==> src/rtl/wwd_pkg.sv <==
package wwd_pkg;
    // Prescaler and counter geometry.
    localparam int PRESCALE_CYCLES = 16384;
    localparam int PRESCALE_W = 14;
    localparam int CTRL_W = 8;
    localparam int ACT_BIT = 7;
    localparam int TOP_BIT = 6;
    localparam int CNT_W = 7;
    localparam int STEP_W = 6;
    localparam int STEP_COUNT = 64;
    localparam logic [7:0] CTRL_RESET = 8'h7F;
    localparam logic [6:0] CNT_EXPIRE_FROM = 7'h40;
    localparam logic [6:0] CNT_EXPIRE_TO = 7'h3F;
    localparam logic [7:0] REFRESH_MAX = 8'hFF;
    localparam logic [7:0] REFRESH_MIN = 8'hC0;
    // Reset pulse timing.
    localparam int CLK_PERIOD_PS = 25000;
    localparam int PULSE_NS = 500;
    localparam int PULSE_CYCLES = (PULSE_NS * 1000 + CLK_PERIOD_PS - 1) / CLK_PERIOD_PS;
    localparam int PULSE_W = 6;
    // Resume delays after halt exit, in CPU clocks.
    localparam int RESUME_SHORT = 256;
    localparam int RESUME_LONG = 4096;
    localparam int RESUME_W = 13;
    typedef enum logic [1:0] {
        WWD_RUN,
        WWD_HALT_ONE,
        WWD_FROZEN,
        WWD_RESUME
    } wwd_mode_t;
endpackage : wwd_pkg

==> src/rtl/wwd_prescaler.sv <==
`timescale 1ns/1ps
`default_nettype none
module wwd_prescaler #(
    parameter int DIVIDE = wwd_pkg::PRESCALE_CYCLES
) (
    // Clock and reset.
    input wire logic sys_clk,
    input wire logic arst_n,
    // Control.
    input wire logic run,
    // Output.
    output logic tick
);
    logic [wwd_pkg::PRESCALE_W-1:0] count_q;
    logic [wwd_pkg::PRESCALE_W-1:0] count_d;
    logic tick_d;

    always_comb begin
        count_d = count_q;
        tick_d = 1'b0;
        if (run) begin
            if (count_q == wwd_pkg::PRESCALE_W'(DIVIDE - 1)) begin
                count_d = '0;
                tick_d = 1'b1;
            end else begin
                count_d = count_q + 1'b1;
            end
        end
    end

    always_ff @(posedge sys_clk or negedge arst_n) begin
        if (!arst_n) begin
            count_q <= '0;
            tick <= 1'b0;
        end else begin
            count_q <= count_d;
            tick <= tick_d;
        end
    end
endmodule : wwd_prescaler
`default_nettype wire

==> src/rtl/wwd_watchdog.sv <==
// Functional notes
// - Counter decrements once per 16384 clocks from a prescaler that runs only in run and halt-one modes.
// - Lower six counter bits set the timeout in 64 steps.
// - Activated counter stepping 40h to 3Fh drives reset low about 500ns.
// - Counter runs down even when the watchdog is not activated.
// - Timeout varies by up to one prescaler period after a write.
// - Comes out of reset deactivated; activation sticks until reset.
// - Write with activation set and top bit clear resets at once.
// - Active, timebase interrupt off, halt-reset option set: halt resets.
// - Halt without option: one decrement, then frozen, no reset until wake.
// - External interrupt wake from halt resumes counting after 256/4096 clocks.
// - Reset out of halt deactivates, unless hardware watchdog option.
// - Timebase interrupt on: active-halt stops counter, restarts at once on wake.
// - Reset out of active-halt resumes counting after 256/4096 clocks.
// - Hardware watchdog option makes it always active, activation bit unused.
// - Control holds activation at bit 7, counter bits 6..0, reset 7Fh.
`timescale 1ns/1ps
`default_nettype none
module wwd_watchdog #(
    parameter int PRESCALE = wwd_pkg::PRESCALE_CYCLES,
    parameter int RESUME_SHORT = wwd_pkg::RESUME_SHORT,
    parameter int RESUME_LONG = wwd_pkg::RESUME_LONG
) (
    // Clock and reset.
    input wire logic sys_clk,
    input wire logic arst_n,
    // Control register write port, same clock domain.
    input wire logic ctrlWrite,
    input wire logic [7:0] ctrlWdata,
    // Mode and option inputs.
    input wire logic haltEnter,
    input wire logic extWake,
    input wire logic oscWake,
    input wire logic wokeFromReset,
    input wire logic timebaseInterruptEnable,
    input wire logic haltResetOption,
    input wire logic hardwareWatchdogOption,
    input wire logic longResumeDelay,
    // Status and reset pin.
    output logic [7:0] ctrlRdata,
    output logic counting,
    output logic resetPin_n,
    output logic resetPinOe_n
);
    logic activation_q;
    logic activation_d;
    logic [wwd_pkg::CNT_W-1:0] cnt_q;
    logic [wwd_pkg::CNT_W-1:0] cnt_d;
    wwd_pkg::wwd_mode_t mode_q;
    wwd_pkg::wwd_mode_t mode_d;
    logic [wwd_pkg::RESUME_W-1:0] resume_q;
    logic [wwd_pkg::RESUME_W-1:0] resume_d;
    logic [wwd_pkg::PULSE_W-1:0] pulse_q;
    logic [wwd_pkg::PULSE_W-1:0] pulse_d;
    logic strapDone_q;
    logic strapDone_d;
    logic [7:0] rdata_d;
    logic counting_d;
    logic tick;
    logic preRun;
    logic active;
    logic fire;
    logic decNow;

    assign active = activation_q | hardwareWatchdogOption;
    assign preRun = (mode_q == wwd_pkg::WWD_RUN) || (mode_q == wwd_pkg::WWD_HALT_ONE);
    wwd_prescaler #(
        .DIVIDE(PRESCALE)
    ) u_pre (
        .sys_clk(sys_clk),
        .arst_n(arst_n),
        .run(preRun),
        .tick(tick)
    );

    always_comb begin
        activation_d = activation_q;
        cnt_d = cnt_q;
        mode_d = mode_q;
        resume_d = resume_q;
        strapDone_d = 1'b1;
        fire = 1'b0;
        decNow = 1'b0;
        case (mode_q)
            wwd_pkg::WWD_RUN: begin
                decNow = tick;
                if (haltEnter) begin
                    if (timebaseInterruptEnable) begin
                        mode_d = wwd_pkg::WWD_FROZEN;
                    end else if (active && haltResetOption) begin
                        fire = 1'b1;
                    end else begin
                        mode_d = wwd_pkg::WWD_HALT_ONE;
                    end
                end
            end
            wwd_pkg::WWD_HALT_ONE: begin
                decNow = tick;
                if (tick) begin
                    mode_d = wwd_pkg::WWD_FROZEN;
                end
            end
            wwd_pkg::WWD_FROZEN: begin
                if (timebaseInterruptEnable && (oscWake || extWake)) begin
                    mode_d = wwd_pkg::WWD_RUN;
                end else if (extWake) begin
                    mode_d = wwd_pkg::WWD_RESUME;
                    resume_d = longResumeDelay ? wwd_pkg::RESUME_W'(RESUME_LONG - 1)
                                               : wwd_pkg::RESUME_W'(RESUME_SHORT - 1);
                end
            end
            default: begin
                if (resume_q == '0) begin
                    mode_d = wwd_pkg::WWD_RUN;
                end else begin
                    resume_d = resume_q - 1'b1;
                end
            end
        endcase
        if (decNow) begin
            cnt_d = cnt_q - 1'b1;
            if (active && cnt_q == wwd_pkg::CNT_EXPIRE_FROM) begin
                fire = 1'b1;
            end
        end
        if (ctrlWrite) begin
            cnt_d = ctrlWdata[wwd_pkg::CNT_W-1:0];
            activation_d = activation_q | ctrlWdata[wwd_pkg::ACT_BIT];
            if ((ctrlWdata[wwd_pkg::ACT_BIT] || active) && !ctrlWdata[wwd_pkg::TOP_BIT]) begin
                fire = 1'b1;
            end
        end
        // Woken by reset from halt: delayed start.
        if (!strapDone_q && wokeFromReset) begin
            mode_d = wwd_pkg::WWD_RESUME;
            resume_d = longResumeDelay ? wwd_pkg::RESUME_W'(RESUME_LONG - 1)
                                       : wwd_pkg::RESUME_W'(RESUME_SHORT - 1);
        end
    end

    always_comb begin
        pulse_d = pulse_q;
        if (fire) begin
            pulse_d = wwd_pkg::PULSE_W'(wwd_pkg::PULSE_CYCLES);
        end else if (pulse_q != '0) begin
            pulse_d = pulse_q - 1'b1;
        end
        rdata_d = {activation_d, cnt_d};
        counting_d = (mode_d == wwd_pkg::WWD_RUN);
    end

    always_ff @(posedge sys_clk or negedge arst_n) begin
        if (!arst_n) begin
            activation_q <= 1'b0;
            cnt_q <= wwd_pkg::CTRL_RESET[wwd_pkg::CNT_W-1:0];
            mode_q <= wwd_pkg::WWD_RUN;
            resume_q <= '0;
            pulse_q <= '0;
            strapDone_q <= 1'b0;
            ctrlRdata <= wwd_pkg::CTRL_RESET;
            counting <= 1'b1;
            resetPin_n <= 1'b1;
            resetPinOe_n <= 1'b1;
        end else begin
            activation_q <= activation_d;
            cnt_q <= cnt_d;
            mode_q <= mode_d;
            resume_q <= resume_d;
            pulse_q <= pulse_d;
            strapDone_q <= strapDone_d;
            ctrlRdata <= rdata_d;
            counting <= counting_d;
            resetPin_n <= 1'b0;
            resetPinOe_n <= !(pulse_d != '0);
        end
    end

    // Assertions.
    // Expiry pulse.
    chk_expire_pulse: assert property (@(posedge sys_clk) disable iff (!arst_n)
        (tick && mode_q != wwd_pkg::WWD_FROZEN && mode_q != wwd_pkg::WWD_RESUME
         && active && cnt_q == wwd_pkg::CNT_EXPIRE_FROM && !ctrlWrite)
        |=> !resetPinOe_n [*8])
        else $error("expiry did not drive reset pin");

    chk_pulse_end: assert property (@(posedge sys_clk) disable iff (!arst_n)
        (pulse_q == wwd_pkg::PULSE_W'(1) && !fire) |=> resetPinOe_n)
        else $error("reset pulse did not end");

    chk_act_sticky: assert property (@(posedge sys_clk) disable iff (!arst_n)
        activation_q |=> activation_q)
        else $error("activation bit cleared");

    chk_idle_no_fire: assert property (@(posedge sys_clk) disable iff (!arst_n)
        (!active && !(ctrlWrite && ctrlWdata[wwd_pkg::ACT_BIT])) |-> !fire)
        else $error("reset raised while inactive");

    chk_soft_reset: assert property (@(posedge sys_clk) disable iff (!arst_n)
        (ctrlWrite && ctrlWdata[7] && !ctrlWdata[6]) |=> !resetPinOe_n)
        else $error("software reset missing");

    chk_halt_reset: assert property (@(posedge sys_clk) disable iff (!arst_n)
        (mode_q == wwd_pkg::WWD_RUN && haltEnter && !timebaseInterruptEnable
         && haltResetOption && active) |=> !resetPinOe_n)
        else $error("halt reset missing");

    chk_halt_no_reset: assert property (@(posedge sys_clk) disable iff (!arst_n)
        (mode_q == wwd_pkg::WWD_RUN && haltEnter && !timebaseInterruptEnable
         && !haltResetOption && strapDone_q) |=> mode_q == wwd_pkg::WWD_HALT_ONE)
        else $error("plain halt did not enter single step");

    chk_halt_once: assert property (@(posedge sys_clk) disable iff (!arst_n)
        (mode_q == wwd_pkg::WWD_HALT_ONE && tick) |=> mode_q == wwd_pkg::WWD_FROZEN)
        else $error("halt did not freeze after one step");

    chk_frozen_hold: assert property (@(posedge sys_clk) disable iff (!arst_n)
        (mode_q == wwd_pkg::WWD_FROZEN && !ctrlWrite) |=> $stable(cnt_q))
        else $error("counter moved while frozen");

    chk_active_halt: assert property (@(posedge sys_clk) disable iff (!arst_n)
        (mode_q == wwd_pkg::WWD_RUN && haltEnter && timebaseInterruptEnable && strapDone_q)
        |=> mode_q == wwd_pkg::WWD_FROZEN)
        else $error("active-halt not entered");

    chk_osc_wake: assert property (@(posedge sys_clk) disable iff (!arst_n)
        (mode_q == wwd_pkg::WWD_FROZEN && timebaseInterruptEnable && oscWake) |=> counting)
        else $error("counting did not restart at once");

    chk_free_run: assert property (@(posedge sys_clk) disable iff (!arst_n)
        (tick && mode_q == wwd_pkg::WWD_RUN && !ctrlWrite) |=> cnt_q == $past(cnt_q) - 7'h01)
        else $error("counter did not decrement");

    chk_write_load: assert property (@(posedge sys_clk) disable iff (!arst_n)
        ctrlWrite |=> cnt_q == $past(ctrlWdata[6:0]))
        else $error("write did not load counter");

    chk_ctrl_layout: assert property (@(posedge sys_clk) disable iff (!arst_n)
        ctrlWrite |=> ctrlRdata[6:0] == $past(ctrlWdata[6:0]) && ctrlRdata[wwd_pkg::ACT_BIT]
        == ($past(activation_q) | $past(ctrlWdata[wwd_pkg::ACT_BIT])))
        else $error("control read value wrong");

    chk_hw_active: assert property (@(posedge sys_clk) disable iff (!arst_n)
        (hardwareWatchdogOption && ctrlWrite && !ctrlWdata[6]) |=> !resetPinOe_n)
        else $error("hardware option not active");

    chk_resume_wait: assert property (@(posedge sys_clk) disable iff (!arst_n)
        (mode_q == wwd_pkg::WWD_RESUME && resume_q != '0) |=> mode_q == wwd_pkg::WWD_RESUME)
        else $error("resumed too early");

    chk_resume_len: assert property (@(posedge sys_clk) disable iff (!arst_n)
        (mode_q == wwd_pkg::WWD_FROZEN && extWake && !timebaseInterruptEnable)
        |=> (mode_q == wwd_pkg::WWD_RESUME) [*3])
        else $error("wake did not hold off counting");

    chk_reset_resume: assert property (@(posedge sys_clk) disable iff (!arst_n)
        (!strapDone_q && wokeFromReset) |-> mode_d == wwd_pkg::WWD_RESUME)
        else $error("reset out of halt did not delay counting");

    // Main scenarios.
    cov_expire: cover property (@(posedge sys_clk) fire && cnt_q == wwd_pkg::CNT_EXPIRE_FROM);
    cov_active_halt: cover property (@(posedge sys_clk) mode_q == wwd_pkg::WWD_FROZEN);
    cov_resume: cover property (@(posedge sys_clk) mode_q == wwd_pkg::WWD_RESUME);
    cov_soft_reset: cover property (@(posedge sys_clk) ctrlWrite && ctrlWdata[7] && !ctrlWdata[6]);
    cov_halt_reset: cover property (@(posedge sys_clk) mode_q == wwd_pkg::WWD_RUN && haltEnter
        && haltResetOption && active);
endmodule : wwd_watchdog
`default_nettype wire

==> config.mk <==
export PLATFORM = sky130hd
export DESIGN_NAME = wwd_watchdog
export DESIGN_NICKNAME = d
export VERILOG_FILES = /design/src/rtl/wwd_pkg.sv /design/src/rtl/wwd_prescaler.sv /design/src/rtl/wwd_watchdog.sv
export SDC_FILE = /design/constraint.sdc
export NUM_CORES = 1
export LEC_CHECK = 0
export BUFFER_PORTS_ARGS = -buffer_cell sky130_fd_sc_hd__buf_4
export CAP_MARGIN = 20
export CORE_UTILIZATION = 45
export DETAILED_ROUTE_END_ITERATION = 10
export HOLD_SLACK_MARGIN = 0.06
export PLACE_DENSITY = 0.75
export SLEW_MARGIN = 40
export SYNTH_ARGS = -nofsm -noshare
export SYNTH_HDL_FRONTEND = slang
export SYNTH_SLANG_ARGS = --single-unit
==> constraint.sdc <==
create_clock -name sys_clk -period 3.5 [get_ports sys_clk]
set_input_delay 0.7 -clock sys_clk [delete_from_list [all_inputs] [get_ports sys_clk]]
set_output_delay 0.7 -clock sys_clk [all_outputs]
set_load 0.02 [all_outputs]
==> flow_summary_export.csv <==
group,metric,value,unit
cells_and_area,synthToLayoutAreaGrowth,13.9,%
global_routing,grt_pass1_vias,2039,
clocking,clk_pin_slew_worst_paths,0.09,ns
floorplanning,start_util,47.2,%
global_routing,overflow,0,
floorplanning,die-height,78.2,um
logic_synthesis,syn_nets,302,
setup_path,critical_path_required,3.67,ns
setup_path,r2r-start,"resume_q[3]$_DFFE_PN0P_",
drt,via_count,2066,
setup_path,regToRegSetupSlack,1.31,ns
cells_and_area,final_area,0.00298,mm2
logic_synthesis,synth_area_leaders,"dfrtp_1 36%, dfstp_2 10%, xnor2_1 4.4%, nand2_1 4.2%, nor2_1 3.9%",
drt,drt-total-wl,5070,um
logic_synthesis,synth_edf_count,0,
setup_path,crit_slowest_cell,"or4_4",
clocking,ctsHtreeMaxLevel,2,
run_status,status,"completed",
setup_path,crit_path_start_kind,"register",
sta,setup_tns,0,ns
logic_synthesis,yosys-top-cells-count,"38 x dfrtp_1, 29 x nand2_1, 27 x nor2_1, 18 x o21ai_0, 13 x xnor2_1",
sta,fmax,0.456,GHz
clocking,cts_tree,"done",
logic_synthesis,synth_seq_area_share,46.5,%
placement,place_area,0.00288,mm2
setup_path,setup.worst_path.class,"register to register",
logic_synthesis,ys_types,55,
setup_path,critPathMaxStageDelay,0.60,ns
setup_path,critPathTopFamily,"simple AND/OR/NAND/NOR gates",
drt,drtIter0Drc,118,
sta,slew_viol_final,0,
drt,via_per_inst,5.48,
logic_synthesis,synth_top_family_by_area,"simple AND/OR/NAND/NOR gates",
sta,period_minus_slack,2.19,ns
drt,wire_per_inst,13.4,um
logic_synthesis,yosysMostFrequentCell,"dfrtp_1",
logic_synthesis,synthXorXnorAreaFrac,6.37,%
floorplanning,num_io_pins,30,
cells_and_area,drive_above_1_share,20.3,%
logic_synthesis,yosysTopAreaCell,"dfrtp_1",
setup_path,crit_fanout,14,
floorplanning,die-area,0.00611,mm2
clocking,clockRootBuffer,"clkbuf_8",
logic_synthesis,synthAdderAreaFrac,2.87,%
clocking,cts_hold_buf,0,
sta,max-slew-margin-rel,51.5,%
floorplanning,rows,27,
placement,dpl.hpwl,3600,um
power,ir_drop,0.272,mV
power,p_leak,1.24,nW
setup_path,arrival,2.36,ns
cells_and_area,antenna_cells,0,
drt,ant_nets,0,
logic_synthesis,synth_mux_area_share,1.25,%
logic_synthesis,synth_ff_type,"dfrtp_1",
setup_path,r2r-end,"resume_q[11]$_DFFE_PN0P_",
power,p_per_area,620,mW/mm2
setup_path,crit_chain,"or4_4 -> nor3_4 -> a31oi_4 -> a211oi_1 -> a311oi_1",
placement,gp_congestion,0.838,
clocking,cts_max_path_buffers,2,
run,drv_cap,0,
setup_path,path_buf_inv,0,
logic_synthesis,syn_avg_cell_area,9.43,um2
floorplanning,fp.coreArea,0.00554,mm2
global_routing,grt_pass1_wl,9010,um
cells_and_area,nets,329,
hold_path,hold_class,"input pin to asynchronous set/reset pin",
sta,holdWs,0.411,ns
sta,rsz0062_at_grt,"no",
logic_synthesis,synth-compound-area-share,16.5,%
setup_path,r2r_cells,5,
clocking,cts_buffers,5,
sta,worstMarginPinSlew,0.722,ns
global_routing,grt_use_total,18.5,%
floorplanning,fp.dieW,78.2,um
sta,period_share,62.7,%
logic_synthesis,ys_async_sr_fraction,100,%
logic_synthesis,synth_top_area_share,36.4,%
clocking,postCtsSetupRepairBufs,0,
clocking,cts_num_sinks,48,
drt,drc,0,
logic_synthesis,syn_area,0.00261,mm2
setup_path,endpoint_kind,"register",
global_routing,grt_max_degree,49,
sta,skew,0.00478,ns
setup_path,cp-startpoint,"resume_q[3]$_DFFE_PN0P_",
sta,final_hold_viol_count,0,
sta,setup_violations,0,
global_routing,antenna_found_initial,0,
logic_synthesis,yosysWarnings,0,
drt,first_pass_iters,4,
placement,io_buffers,29,
logic_synthesis,ys_ff_latch,48,
clocking,cts_resized,0,
logic_synthesis,synthSimpleGateAreaFrac,22.8,%
clocking,clk_latency,0.30,ns
logic_synthesis,synthCells,277,
metal layers:
| layer | track usage, % | vias up | share of wire (%) |
|---|---|---|---|
| met5 | 0 | - | 0 |
| met4 | 7.59 | 0 | 1.1 |
| met3 | 3.49 | 7 | 4.4 |
| met2 | 29.5 | 47 | 46 |
| met1 | 24.7 | 973 | 49 |
| li1 | - | 1039 | - |
power breakdown:
group / internal (W) / total [W] / switching, W
Combinational: 0.000282 / 0.000636 / 0.000354
Sequential: 0.000694 / 0.000865 / 0.000171
Clock: 0.000160 / 0.000346 / 0.000186
Total: 0.00114 / 0.00185 / 0.000710
how the worst max path moves through the flow:
| stage | endpoint | slack [ns] | cells after the start |
|---|---|---|---|
| floorplan | resume_q[3]$_DFFE_PN0P_ | 1.54 | 6 |
| global placement | resume_q[11]$_DFFE_PN0P_ | 1.40 | 6 |
| detailed placement | resume_q[11]$_DFFE_PN0P_ | 1.29 | 6 |
| CTS | resume_q[9]$_DFFE_PN0P_ | 1.34 | 5 |
| global route | resume_q[11]$_DFFE_PN0P_ | 1.13 | 4 |
| finish | resume_q[11]$_DFFE_PN0P_ | 1.31 | 5 |
placed cells by master, fill, tap and decap left out, types with 2 or more instances in the layout:
| cell | instances |
|---|---|
| dfrtp_1 | 38 |
| buf_4 | 30 |
| nand2_1 | 29 |
| nor2_1 | 27 |
| o21ai_0 | 18 |
| xnor2_1 | 13 |
| a21oi_1 | 12 |
| inv_1 | 11 |
| nor3_1 | 10 |
| dfstp_2 | 10 |
| nand3_1 | 8 |
| nand2b_1 | 7 |
| nor2b_1 | 6 |
| nor4_1 | 6 |
| xor2_1 | 6 |
| a211oi_1 | 6 |
| ha_1 | 6 |
| clkbuf_8 | 6 |
| and3_1 | 5 |
| a31oi_1 | 4 |
| o22ai_1 | 3 |
| or2_2 | 3 |
| o21ai_1 | 3 |
| mux2_2 | 2 |
| nand3b_1 | 2 |
| nand4_1 | 2 |
| o211ai_1 | 2 |
| clkinvlp_4 | 2 |
| conb_1 | 2 |
worst register-to-register path, stage by stage (launching register included):
cell and delay [ns]:
dfrtp_1 0.45, or4_4 0.60, nor3_4 0.35, a31oi_4 0.27
a211oi_1 0.31, a311oi_1 0.08
registers in the layout, summed over array words and instances, names as in the netlist, 2 cells and up:
signal,count
u_pre.count_q,14
resume_q,13
cnt_q,6
pulse_q,6
mode_q,2
cells by family (layout without fill, tap and decap cells):
logic type | after synthesis | in the layout
adders and majority gates | 6 | 6
and+or+nand+nor | 114 | 114
muxes | 3 | 3
DFF | 48 | 48
xor gates and xnor gates | 19 | 19
other | 2 | 2
buffers and inverters | 21 | 49
AOI/OAI and AO/OA | 64 | 64
area by class of cell:
cell class | count | area, um2
clock buffer | 6 | 82.6
inverter | 11 | 41.3
tap | 72 | 90.1
fill | 528 | 2560
timing repair buffer | 30 | 225
multi-input combinational | 208 | 1310
clock inverter | 2 | 15.0
sequential | 48 | 1210
stage by stage:
step	setup slack, ns	std cells	power, W	utilization [%]
after global routing	1.13	377	0.00199	53.7
final	1.31	377	0.00185	53.7
after CTS	1.34	377	0.00186	53.7
after global placement	1.40	369	0.00149	52.0
after detailed placement	1.29	369	0.00150	52.0
after floorplan	1.54	277	0.00135	-
Power figures use the tool's default switching activity.
